==> src/hdl/gtc_defs.svh <==
// register offsets, field positions, reset values and timing constants of the gated timer
`ifndef GTC_DEFS_SVH
`define GTC_DEFS_SVH

`define GTC_OFF_CTRL 8'h00
`define GTC_OFF_GATE 8'h04
`define GTC_OFF_CNTL 8'h08
`define GTC_OFF_CNTH 8'h0C
`define GTC_OFF_OSC 8'h10
`define GTC_OFF_IRQ 8'h14

`define GTC_CTRL_CS 7:6
`define GTC_CTRL_PS 5:4
`define GTC_CTRL_OSCEN 3
`define GTC_CTRL_ASYNC 2
`define GTC_CTRL_WIDE 1
`define GTC_CTRL_ON 0

`define GTC_GATE_GCE 7
`define GTC_GATE_POL 6
`define GTC_GATE_VAL 2
`define GTC_GATE_SS 1:0
`define GTC_GATE_WMASK 8'hC3

`define GTC_OSC_RUN 6
`define GTC_OSC_GO 3

`define GTC_IRQ_FLAG 0
`define GTC_IRQ_EN 1

`define GTC_RST_BYTE 8'h00
`define GTC_RST_WORD 32'h0000_0000
`define GTC_CNT_MAX 16'hFFFF
`define GTC_CMP_SPECIAL 4'hB
`define GTC_QUARTER_LAST 2'h3

`endif

==> src/hdl/gtc_pkg.sv <==
// types shared by the gated timer and its bench
package gtc_pkg;

  // clock source codes
  typedef enum logic [1:0] {
    GTC_CS_QUARTER = 2'h0,
    GTC_CS_SYSTEM = 2'h1,
    GTC_CS_EXTERNAL = 2'h2,
    GTC_CS_NONE = 2'h3
  } gtc_clk_sel_t;

  // apb request from the master
  typedef struct packed {
    logic psel;
    logic penable;
    logic pwrite;
    logic [7:0] paddr;
    logic [31:0] pwdata;
  } gtc_apb_req_t;

  // apb answer to the master
  typedef struct packed {
    logic pready;
    logic pslverr;
    logic [31:0] prdata;
  } gtc_apb_rsp_t;

  // the four gate sources
  typedef struct packed {
    logic cmp2;
    logic cmp1;
    logic period_match;
    logic gate_pin;
  } gtc_gate_src_t;

  // whole state of the timer
  typedef struct packed {
    logic [7:0] ctrl;
    logic [7:0] gate_cfg;
    logic [7:0] count_low_byte;
    logic [7:0] count_high_byte;
    logic [7:0] high_buffer;
    logic secondary_osc_go;
    logic overflow_flag;
    logic overflow_irq_enable;
    logic [2:0] presc;
    logic [1:0] quarter;
    logic sync_meta;
    logic sync_lvl;
    logic async_lvl;
    logic prev_lvl;
    logic armed;
    logic secondary_clock_running;
    logic osc_enable_out;
    logic irq_out;
    gtc_apb_rsp_t rsp;
  } gtc_state_t;

endpackage

==> src/hdl/gtc_timer.sv <==
// gated sixteen bit timer/counter with apb register access
//
// Notes on behaviour
// - source code 01 system clock, 00 quarter rate, 10 pin or secondary oscillator
// - internal source advances count through the selected prescaler ratio
// - external source counts rising edges, synchronised or asynchronous as chosen
// - counter mode needs a falling edge after enable, count write or disable
// - wide access maps high address to buffer; low read loads buffer
// - wide access: low write moves buffer into live high byte too
// - high buffer write keeps prescaler; low byte write clears prescaler
// - oscillator runs when any oscillator enable or go bit is set
// - read-only status shows secondary oscillator supplying system clock
// - count wraps from all ones to zero and latches overflow flag
// - overflow flag reaches interrupt output only while enable bit set
// - special-event compare trigger clears the count to zero
// - trigger honoured only in timer or synchronous counter mode
// - count write in same cycle as trigger wins over the trigger
// - trigger reset never sets the overflow flag
// - gate enable counts only while gate level matches polarity
// - inactive gate holds the count unchanged
// - two-bit field selects one of four gate sources
// - gate codes: pin, period match, comparator one, comparator two
// - timer runs from timer on bit alone; gate enable bit adds the gate level condition
`timescale 1ns/10ps
`include "gtc_defs.svh"

module gtc_timer #(
  parameter int OTHER_TIMERS = 3
) (
  input wire logic I_CLK,
  input wire logic I_RESET_N,
  input wire gtc_pkg::gtc_apb_req_t I_APB_REQ,
  output gtc_pkg::gtc_apb_rsp_t O_APB_RSP,
  input wire logic I_EXT_COUNT_INPUT,
  input wire logic I_SECONDARY_CRYSTAL_OSCILLATOR_CLK,
  input wire gtc_pkg::gtc_gate_src_t I_GATE_SRC,
  input wire logic I_SPECIAL_TRIG,
  input wire logic [3:0] I_COMPARE_UNIT_MODE,
  input wire logic [OTHER_TIMERS-1:0] I_OTHER_OSC_ENABLE,
  input wire logic I_SECONDARY_CRYSTAL_OSCILLATOR_IS_SYSCLK,
  output logic O_SECONDARY_CRYSTAL_OSCILLATOR_ENABLE,
  output logic O_IRQ,
  output logic [15:0] O_COUNT
);
  import gtc_pkg::*;

  gtc_state_t s_reg;
  gtc_state_t s_next;

  logic setup;
  logic acc;
  logic wr;
  logic wr_ctrl;
  logic wr_gate;
  logic wr_lo;
  logic wr_hi;
  logic wr_osc;
  logic wr_irq;
  logic rd_lo_setup;
  logic cnt_wr;
  logic cnt_touch;
  gtc_clk_sel_t count_clock_select;
  logic wide_access_enable;
  logic timer_on;
  logic async_mode;
  logic ext_mode;
  logic gate_count_enable;
  logic gate_polarity;
  logic [1:0] gate_source_select;
  logic gate_lvl;
  logic gate_ok;
  logic ext_raw;
  logic sel_lvl;
  logic ext_rise;
  logic ext_fall;
  logic tick_src;
  logic run_tick;
  logic [2:0] presc_lim;
  logic inc_en;
  logic trig_ok;
  logic ovf_set;
  logic [15:0] count;
  logic [15:0] count_inc;
  logic [7:0] rd_val;
  logic rd_err;

  // apb phase and write strobes
  assign setup = I_APB_REQ.psel & ~I_APB_REQ.penable;
  assign acc = I_APB_REQ.psel & I_APB_REQ.penable & s_reg.rsp.pready;
  assign wr = acc & I_APB_REQ.pwrite;
  assign wr_ctrl = wr & (I_APB_REQ.paddr == `GTC_OFF_CTRL);
  assign wr_gate = wr & (I_APB_REQ.paddr == `GTC_OFF_GATE);
  assign wr_lo = wr & (I_APB_REQ.paddr == `GTC_OFF_CNTL);
  assign wr_hi = wr & (I_APB_REQ.paddr == `GTC_OFF_CNTH);
  assign wr_osc = wr & (I_APB_REQ.paddr == `GTC_OFF_OSC);
  assign wr_irq = wr & (I_APB_REQ.paddr == `GTC_OFF_IRQ);
  assign rd_lo_setup = setup & ~I_APB_REQ.pwrite & (I_APB_REQ.paddr == `GTC_OFF_CNTL);
  // writes that change the live count, and writes that touch either count byte
  assign cnt_wr = wr_lo | (wr_hi & ~wide_access_enable);
  assign cnt_touch = wr_lo | wr_hi;

  // control fields
  assign count_clock_select = gtc_clk_sel_t'(s_reg.ctrl[`GTC_CTRL_CS]);
  assign wide_access_enable = s_reg.ctrl[`GTC_CTRL_WIDE];
  assign timer_on = s_reg.ctrl[`GTC_CTRL_ON];
  assign async_mode = s_reg.ctrl[`GTC_CTRL_ASYNC];
  assign ext_mode = (count_clock_select == GTC_CS_EXTERNAL);
  assign gate_count_enable = s_reg.gate_cfg[`GTC_GATE_GCE];
  assign gate_polarity = s_reg.gate_cfg[`GTC_GATE_POL];
  assign gate_source_select = s_reg.gate_cfg[`GTC_GATE_SS];

  // gate source mux and polarity
  always_comb begin
    if (gate_source_select == 2'h0) begin
      gate_lvl = I_GATE_SRC.gate_pin;
    end else if (gate_source_select == 2'h1) begin
      gate_lvl = I_GATE_SRC.period_match;
    end else if (gate_source_select == 2'h2) begin
      gate_lvl = I_GATE_SRC.cmp1;
    end else begin
      gate_lvl = I_GATE_SRC.cmp2;
    end
  end
  assign gate_ok = ~gate_count_enable | (gate_lvl == gate_polarity);

  // external level: pin or secondary oscillator, synchronised or taken directly
  assign ext_raw = s_reg.ctrl[`GTC_CTRL_OSCEN] ? I_SECONDARY_CRYSTAL_OSCILLATOR_CLK : I_EXT_COUNT_INPUT;
  assign sel_lvl = async_mode ? s_reg.async_lvl : s_reg.sync_lvl;
  assign ext_rise = sel_lvl & ~s_reg.prev_lvl;
  assign ext_fall = ~sel_lvl & s_reg.prev_lvl;

  // source tick per selected clock
  always_comb begin
    case (count_clock_select)
      GTC_CS_SYSTEM: tick_src = 1'b1;
      GTC_CS_QUARTER: tick_src = (s_reg.quarter == `GTC_QUARTER_LAST);
      GTC_CS_EXTERNAL: tick_src = ext_rise & s_reg.armed;
      default: tick_src = 1'b0;
    endcase
  end

  // prescaler terminal value for ratios 1, 2, 4, 8
  always_comb begin
    case (s_reg.ctrl[`GTC_CTRL_PS])
      2'h0: presc_lim = 3'h0;
      2'h1: presc_lim = 3'h1;
      2'h2: presc_lim = 3'h3;
      default: presc_lim = 3'h7;
    endcase
  end

  assign run_tick = timer_on & tick_src & gate_ok;
  // at or past the terminal value, so a ratio change never skips a full prescaler lap
  assign inc_en = run_tick & (s_reg.presc >= presc_lim);
  assign count = {s_reg.count_high_byte, s_reg.count_low_byte};
  assign count_inc = count + 16'h0001;
  // special event reset, refused in asynchronous counter mode
  assign trig_ok = I_SPECIAL_TRIG & (I_COMPARE_UNIT_MODE == `GTC_CMP_SPECIAL) & ~(ext_mode & async_mode);
  assign ovf_set = inc_en & ~cnt_wr & ~trig_ok & (count == `GTC_CNT_MAX);

  // read data mux
  always_comb begin
    rd_val = `GTC_RST_BYTE;
    rd_err = 1'b0;
    if (I_APB_REQ.paddr == `GTC_OFF_CTRL) begin
      rd_val = s_reg.ctrl;
    end else if (I_APB_REQ.paddr == `GTC_OFF_GATE) begin
      rd_val = s_reg.gate_cfg;
      rd_val[`GTC_GATE_VAL] = gate_lvl;
    end else if (I_APB_REQ.paddr == `GTC_OFF_CNTL) begin
      rd_val = s_reg.count_low_byte;
    end else if (I_APB_REQ.paddr == `GTC_OFF_CNTH) begin
      rd_val = wide_access_enable ? s_reg.high_buffer : s_reg.count_high_byte;
    end else if (I_APB_REQ.paddr == `GTC_OFF_OSC) begin
      rd_val[`GTC_OSC_RUN] = s_reg.secondary_clock_running;
      rd_val[`GTC_OSC_GO] = s_reg.secondary_osc_go;
    end else if (I_APB_REQ.paddr == `GTC_OFF_IRQ) begin
      rd_val[`GTC_IRQ_FLAG] = s_reg.overflow_flag;
      rd_val[`GTC_IRQ_EN] = s_reg.overflow_irq_enable;
    end else begin
      rd_err = 1'b1;
    end
  end

  // next state
  always_comb begin
    s_next = s_reg;
    // apb answer: ready in the access phase, data taken at setup
    s_next.rsp.pready = setup;
    if (setup) begin
      s_next.rsp.prdata = {24'h00_0000, rd_val};
      s_next.rsp.pslverr = rd_err;
    end else begin
      s_next.rsp.prdata = `GTC_RST_WORD;
      s_next.rsp.pslverr = 1'b0;
    end
    // configuration writes
    if (wr_ctrl) begin
      s_next.ctrl = I_APB_REQ.pwdata[7:0];
    end
    if (wr_gate) begin
      s_next.gate_cfg = I_APB_REQ.pwdata[7:0] & `GTC_GATE_WMASK;
    end
    if (wr_osc) begin
      s_next.secondary_osc_go = I_APB_REQ.pwdata[`GTC_OSC_GO];
    end
    if (wr_irq) begin
      s_next.overflow_irq_enable = I_APB_REQ.pwdata[`GTC_IRQ_EN];
    end
    // overflow flag, set beats a write-one clear
    s_next.overflow_flag = ovf_set | (s_reg.overflow_flag & ~(wr_irq & I_APB_REQ.pwdata[`GTC_IRQ_FLAG]));
    // low byte read snapshots the live high byte
    if (rd_lo_setup & wide_access_enable) begin
      s_next.high_buffer = s_reg.count_high_byte;
    end
    if (wr_hi & wide_access_enable) begin
      s_next.high_buffer = I_APB_REQ.pwdata[7:0];
    end
    // external edge sampling
    s_next.sync_meta = ext_raw;
    s_next.sync_lvl = s_reg.sync_meta;
    s_next.async_lvl = ext_raw;
    s_next.prev_lvl = sel_lvl;
    // falling edge arming
    if (cnt_touch | ~timer_on) begin
      s_next.armed = 1'b0;
    end else if (ext_fall) begin
      s_next.armed = 1'b1;
    end
    s_next.quarter = s_reg.quarter + 2'h1;
    // prescaler
    if (wr_lo) begin
      s_next.presc = 3'h0;
    end else if (run_tick) begin
      s_next.presc = inc_en ? 3'h0 : s_reg.presc + 3'h1;
    end
    // count: write, then trigger, then increment
    if (cnt_wr) begin
      if (wr_lo) begin
        s_next.count_low_byte = I_APB_REQ.pwdata[7:0];
        if (wide_access_enable) begin
          s_next.count_high_byte = s_reg.high_buffer;
        end
      end else begin
        s_next.count_high_byte = I_APB_REQ.pwdata[7:0];
      end
    end else if (trig_ok) begin
      s_next.count_low_byte = 8'h00;
      s_next.count_high_byte = 8'h00;
    end else if (inc_en) begin
      s_next.count_low_byte = count_inc[7:0];
      s_next.count_high_byte = count_inc[15:8];
    end
    // oscillator and interrupt outputs
    s_next.osc_enable_out = s_reg.ctrl[`GTC_CTRL_OSCEN] | s_reg.secondary_osc_go | (|I_OTHER_OSC_ENABLE);
    s_next.secondary_clock_running = I_SECONDARY_CRYSTAL_OSCILLATOR_IS_SYSCLK;
    s_next.irq_out = s_reg.overflow_flag & s_reg.overflow_irq_enable;
  end

  // state register
  always_ff @(posedge I_CLK or negedge I_RESET_N) begin
    if (!I_RESET_N) begin
      s_reg <= '0;
    end else begin
      s_reg <= s_next;
    end
  end

  // outputs straight from the state
  assign O_APB_RSP = s_reg.rsp;
  assign O_SECONDARY_CRYSTAL_OSCILLATOR_ENABLE = s_reg.osc_enable_out;
  assign O_IRQ = s_reg.irq_out;
  assign O_COUNT = count;
endmodule // gtc_timer

==> config.mk <==
export PLATFORM = sky130hd
export DESIGN_NAME = gtc_timer
export DESIGN_NICKNAME = d
export VERILOG_FILES = /design/src/hdl/gtc_pkg.sv /design/src/hdl/gtc_timer.sv
export VERILOG_INCLUDE_DIRS = /design/src /design/src/hdl
export SDC_FILE = /design/constraint.sdc
export NUM_CORES = 1
export LEC_CHECK = 0
export BUFFER_PORTS_ARGS = -buffer_cell sky130_fd_sc_hd__buf_2
export CAP_MARGIN = 20
export CORE_ASPECT_RATIO = 1.25
export CORE_MARGIN = 5
export CORE_UTILIZATION = 40
export CTS_CLUSTER_SIZE = 25
export DETAILED_ROUTE_END_ITERATION = 16
export PLACE_DENSITY = 0.68
export SYNTH_ARGS = -nofsm -noshare
export SYNTH_HDL_FRONTEND = slang
export SYNTH_SLANG_ARGS = --single-unit
==> constraint.sdc <==
create_clock -name I_CLK -period 3.07 [get_ports I_CLK]
set_input_delay 0.4605 -clock I_CLK [delete_from_list [all_inputs] [get_ports I_CLK]]
set_output_delay 0.4605 -clock I_CLK [all_outputs]
set_load 0.02 [all_outputs]
==> key figures <==
Routing
  • Routed wl met2: roughly 5200 um
  • Total Wirelength: a little over 10000 um
  • M1 wire length: 4262 um
  • DRC: 0
  • Via count: 3222
  • Highest routed layer: met4
  • Via density: approximately 5.6
  • First-pass detailed-route iteration total: 6
  • Post-route ant nets: 0
  • DR iter-0 viols: about 230
  • Routed wire per std cell: roughly 18 um
  • DR WL met3: 588 um

Setup path
  • CP Data Arrival Time: around 2800 ps
  • R2r setup slk: ~500 ps
  • WS Path Type: reg -> reg
  • Critical Path Sink: O_COUNT[0]$_DFFE_PN0P_
  • Crit-path max FO: 9
  • CP max-delay cell: dfrtp_1
  • Crit. End Element: flop
  • R2R cell count: 8
  • Critical path startpoint category: flop
  • Crit path required time: approximately 3300 ps
  • Worst R2R Start: s_reg[87]$_DFFE_PN0P_
  • Worst r2r dst: O_COUNT[0]$_DFFE_PN0P_
  • Worst-path cell chain: or2_2, ha_1, nand2b_1, nand3_1, nand2_1, a21oi_4, or2_1, mux2_4
  • Worst setup startpoint: s_reg[87]$_DFFE_PN0P_
  • CP peak stage delay: ~400 ps

Placed design
  • Post-DP HPWL: a little under 8000 um
  • Placed Cells: between 500 and 600
  • IO Port Bufs: 63
  • Final weighted congestion in routability-driven placement: a little under 0.9
  • Area after DPL: approximately 4000 um^2

Yosys
  • Synth Warn #: 0
  • Async set or reset register ratio after synthesis: 1.000
  • Cell area after synthesis: 3867 um^2
  • Count leader, synth: dfrtp_1
  • Post-synth cell types: 62
  • Synth top cells by count: dfrtp_1, buf_4, a21oi_1, nand2_1, nor2_1
  • Cell taking the most area after synthesis: dfrtp_1
  • Synth Flop Type: dfrtp_1
  • Post-synthesis register bit count: a little over 60
  • Register area share after synthesis: 0.3947
  • Post-Synth Adder-Cell Area: 0.01941
  • Syn Inst Count: 403
  • Syn avg cell area: around 9.6 um^2
  • Largest family of logic cells by synthesized area: simple AND/OR/NAND/NOR gates
  • Post-synthesis xor/xnor area fraction: 0.002265
  • Area contributors post-synth: dfrtp_1, buf_4, mux2i_1, mux2_2, a21oi_1
  • Area share of the largest cell type after synthesis: 0.3947
  • Mux cell area share after synthesis: 0.1178
  • Compound-Gate Fraction of Synth Area: 0.1637
  • EDFF count, synth: 0
  • Area share of and/or/nand/nor cells after synthesis: 0.1773

Timing
  • Final setup TNS: 0 ps
  • Actual slew at the worst max-slew pin: between 700 and 800 ps
  • # setup viols final: 0
  • F_max: around 390 MHz
  • Slew margin rel.: 0.5000
  • Count of pins over their slew limit: 0
  • Clock Skew: 6.695 ps
  • Tmin final: between 2000 and 3000 ps
  • RSZ-0062 raised after global routing: no
  • Hold Vio Cnt, Final: 0
  • Crit share post-route: 0.8358

Clocking
  • Post-CTS Setup Bufs: 0
  • Root Driver: clkbuf_16
  • H-tree depth: 3
  • Cts repair resizes: 0
  • CTS tree: built
  • Worst skew pair latency: roughly 330 ps
  • CTS Buf Count: 9
  • Hold Buf Count CTS: 0
  • # clock sinks: 61
  • Worst-path clk slew: ~50 ps
  • CTS Buffer Depth: 2

Worst hold path
  • Tightest Hold Check Type: in -> reg
  • Hold Crit Depth: 1

Power
  • Power Density: 486.5 nW/um^2
  • Maximum VDD drop: between 0.2 and 0.3 mV
  • Leak: a little over 2 nW

Die
  • Io pins: roughly 110
  • Initial Util: 0.4046
  • Die width: between 90 and 100 um
  • Row cnt: 40
  • Floorplan Core Area: 9559 um^2
  • Overall die area: 11750 um^2
  • Die height: between 100 and 150 um

Job
  • Max cap viols: 0

Status
  • Outcome: finished, final reports clean

GRT
  • Initial antenna violation count: 0
  • First-pass GRT wire length: 16390 um
  • GRT Overall Usage: 0.1765
  • Pin count of the biggest net entering global routing: 62
  • Total grt overflow: 0
  • Number of global-route vias before repair: roughly 3200

Final layout
  • FF/Latch Area: around 1500 um^2
  • Post-route non-filler standard cell count: between 500 and 600
  • Multi-input gate area: between 1500 and 2000 um^2
  • Post-route cell area: approximately 4400 um^2
  • Share of layout cells above drive strength 1: 0.2572
  • Max reg flops: 26
  • Fill count: approximately 900
  • Final nets: 512
  • Antenna cells: 0
  • Synth-to-Final Area Change: 12.49%
## cells in the final DEF, fill, tap and decap left out, types with 3 or more instances in the layout
cell / n
buf_2: 63
a21oi_1: 29
a211oi_1: 8
dfrtp_1: 61
a22o_1: 4
nor3_1: 7
nand2_1: 29
a31oi_1: 3
and4_1: 3
o2111ai_1: 3
a32oi_1: 4
and2_1: 4
o211ai_1: 4
ha_1: 6
nand3_1: 11
and3_1: 5
o21ai_0: 12
clkbuf_16: 9
mux2i_1: 20
nand3b_1: 4
o22ai_1: 4
o22a_1: 5
conb_1: 24
nand2b_1: 9
o31ai_1: 3
nand4_1: 6
inv_1: 11
buf_4: 9
mux2_2: 17
nor2b_1: 3
nor2_1: 29
## report_power, final
| part | internal (mW) | switching, mW |
|---|---|---|
| clock | 0.647 | 0.345 |
| sequential | 0.829 | 0.0378 |
| combinational | 0.0972 | 0.160 |
## area by class of cell
class / instances / area share
clock inverter: 4 / 0.01093
clock buffer: 12 / 0.05666
inverter: 11 / 0.009491
timing repair buffer: 72 / 0.08801
sequential: 61 / 0.3509
tap: 126 / 0.03624
multi-input combinational: 291 / 0.4478
## kinds of logic (layout without fill, tap and decap cells)
kind of cell	Yosys count	count (layout)
other cells	1	24
xor+xnor	1	1
mux	41	41
compound gates	93	93
fa+ha+maj	6	6
simple gates	126	126
flops	61	61
buf+inv	74	99
## worst max-delay path: cells and delay by family, from the launching register on
family          cells  cell delay, ps
simple gates        5            1120
flops               1             410
mux                 1             330
compound gates      1             320
fa+ha+maj           1             260
## layer usage
layer	vias to the layer above	global-route usage
met3	28	0.02616
met1	1575	0.2131
met4	0	0.09437
met2	138	0.3011
met5	-	0
li1	1481	-
## how the worst min path moves through the flow
stage	from	to	slack [ps]
finish	I_SECONDARY_CRYSTAL_OSCILLATOR_IS_SYSCLK	s_reg[36]$_DFF_PN0_	240
CTS	I_SECONDARY_CRYSTAL_OSCILLATOR_IS_SYSCLK	s_reg[36]$_DFF_PN0_	230
global placement	s_reg[39]$_DFF_PN0_	s_reg[40]$_DFF_PN0_	370
floorplan	I_RESET_N	O_APB_RSP[0]$_DFF_PN0_	160
detailed placement	s_reg[39]$_DFF_PN0_	s_reg[40]$_DFF_PN0_	390
global route	I_SECONDARY_CRYSTAL_OSCILLATOR_IS_SYSCLK	s_reg[36]$_DFF_PN0_	240
## metrics by stage
step	util	hold WS (ps)	power [mW]	worst slack, ps
after floorplan	-	164.9	1.078	919.9
after global placement	0.4243	368.5	1.127	477.3
after detailed placement	0.4243	386.4	1.136	436.8
after CTS	0.4551	234.5	2.127	545.7
after global routing	0.4551	245.0	2.188	409.6
final	0.4551	239.1	2.117	504.1
Power figures use the tool's default switching activity.
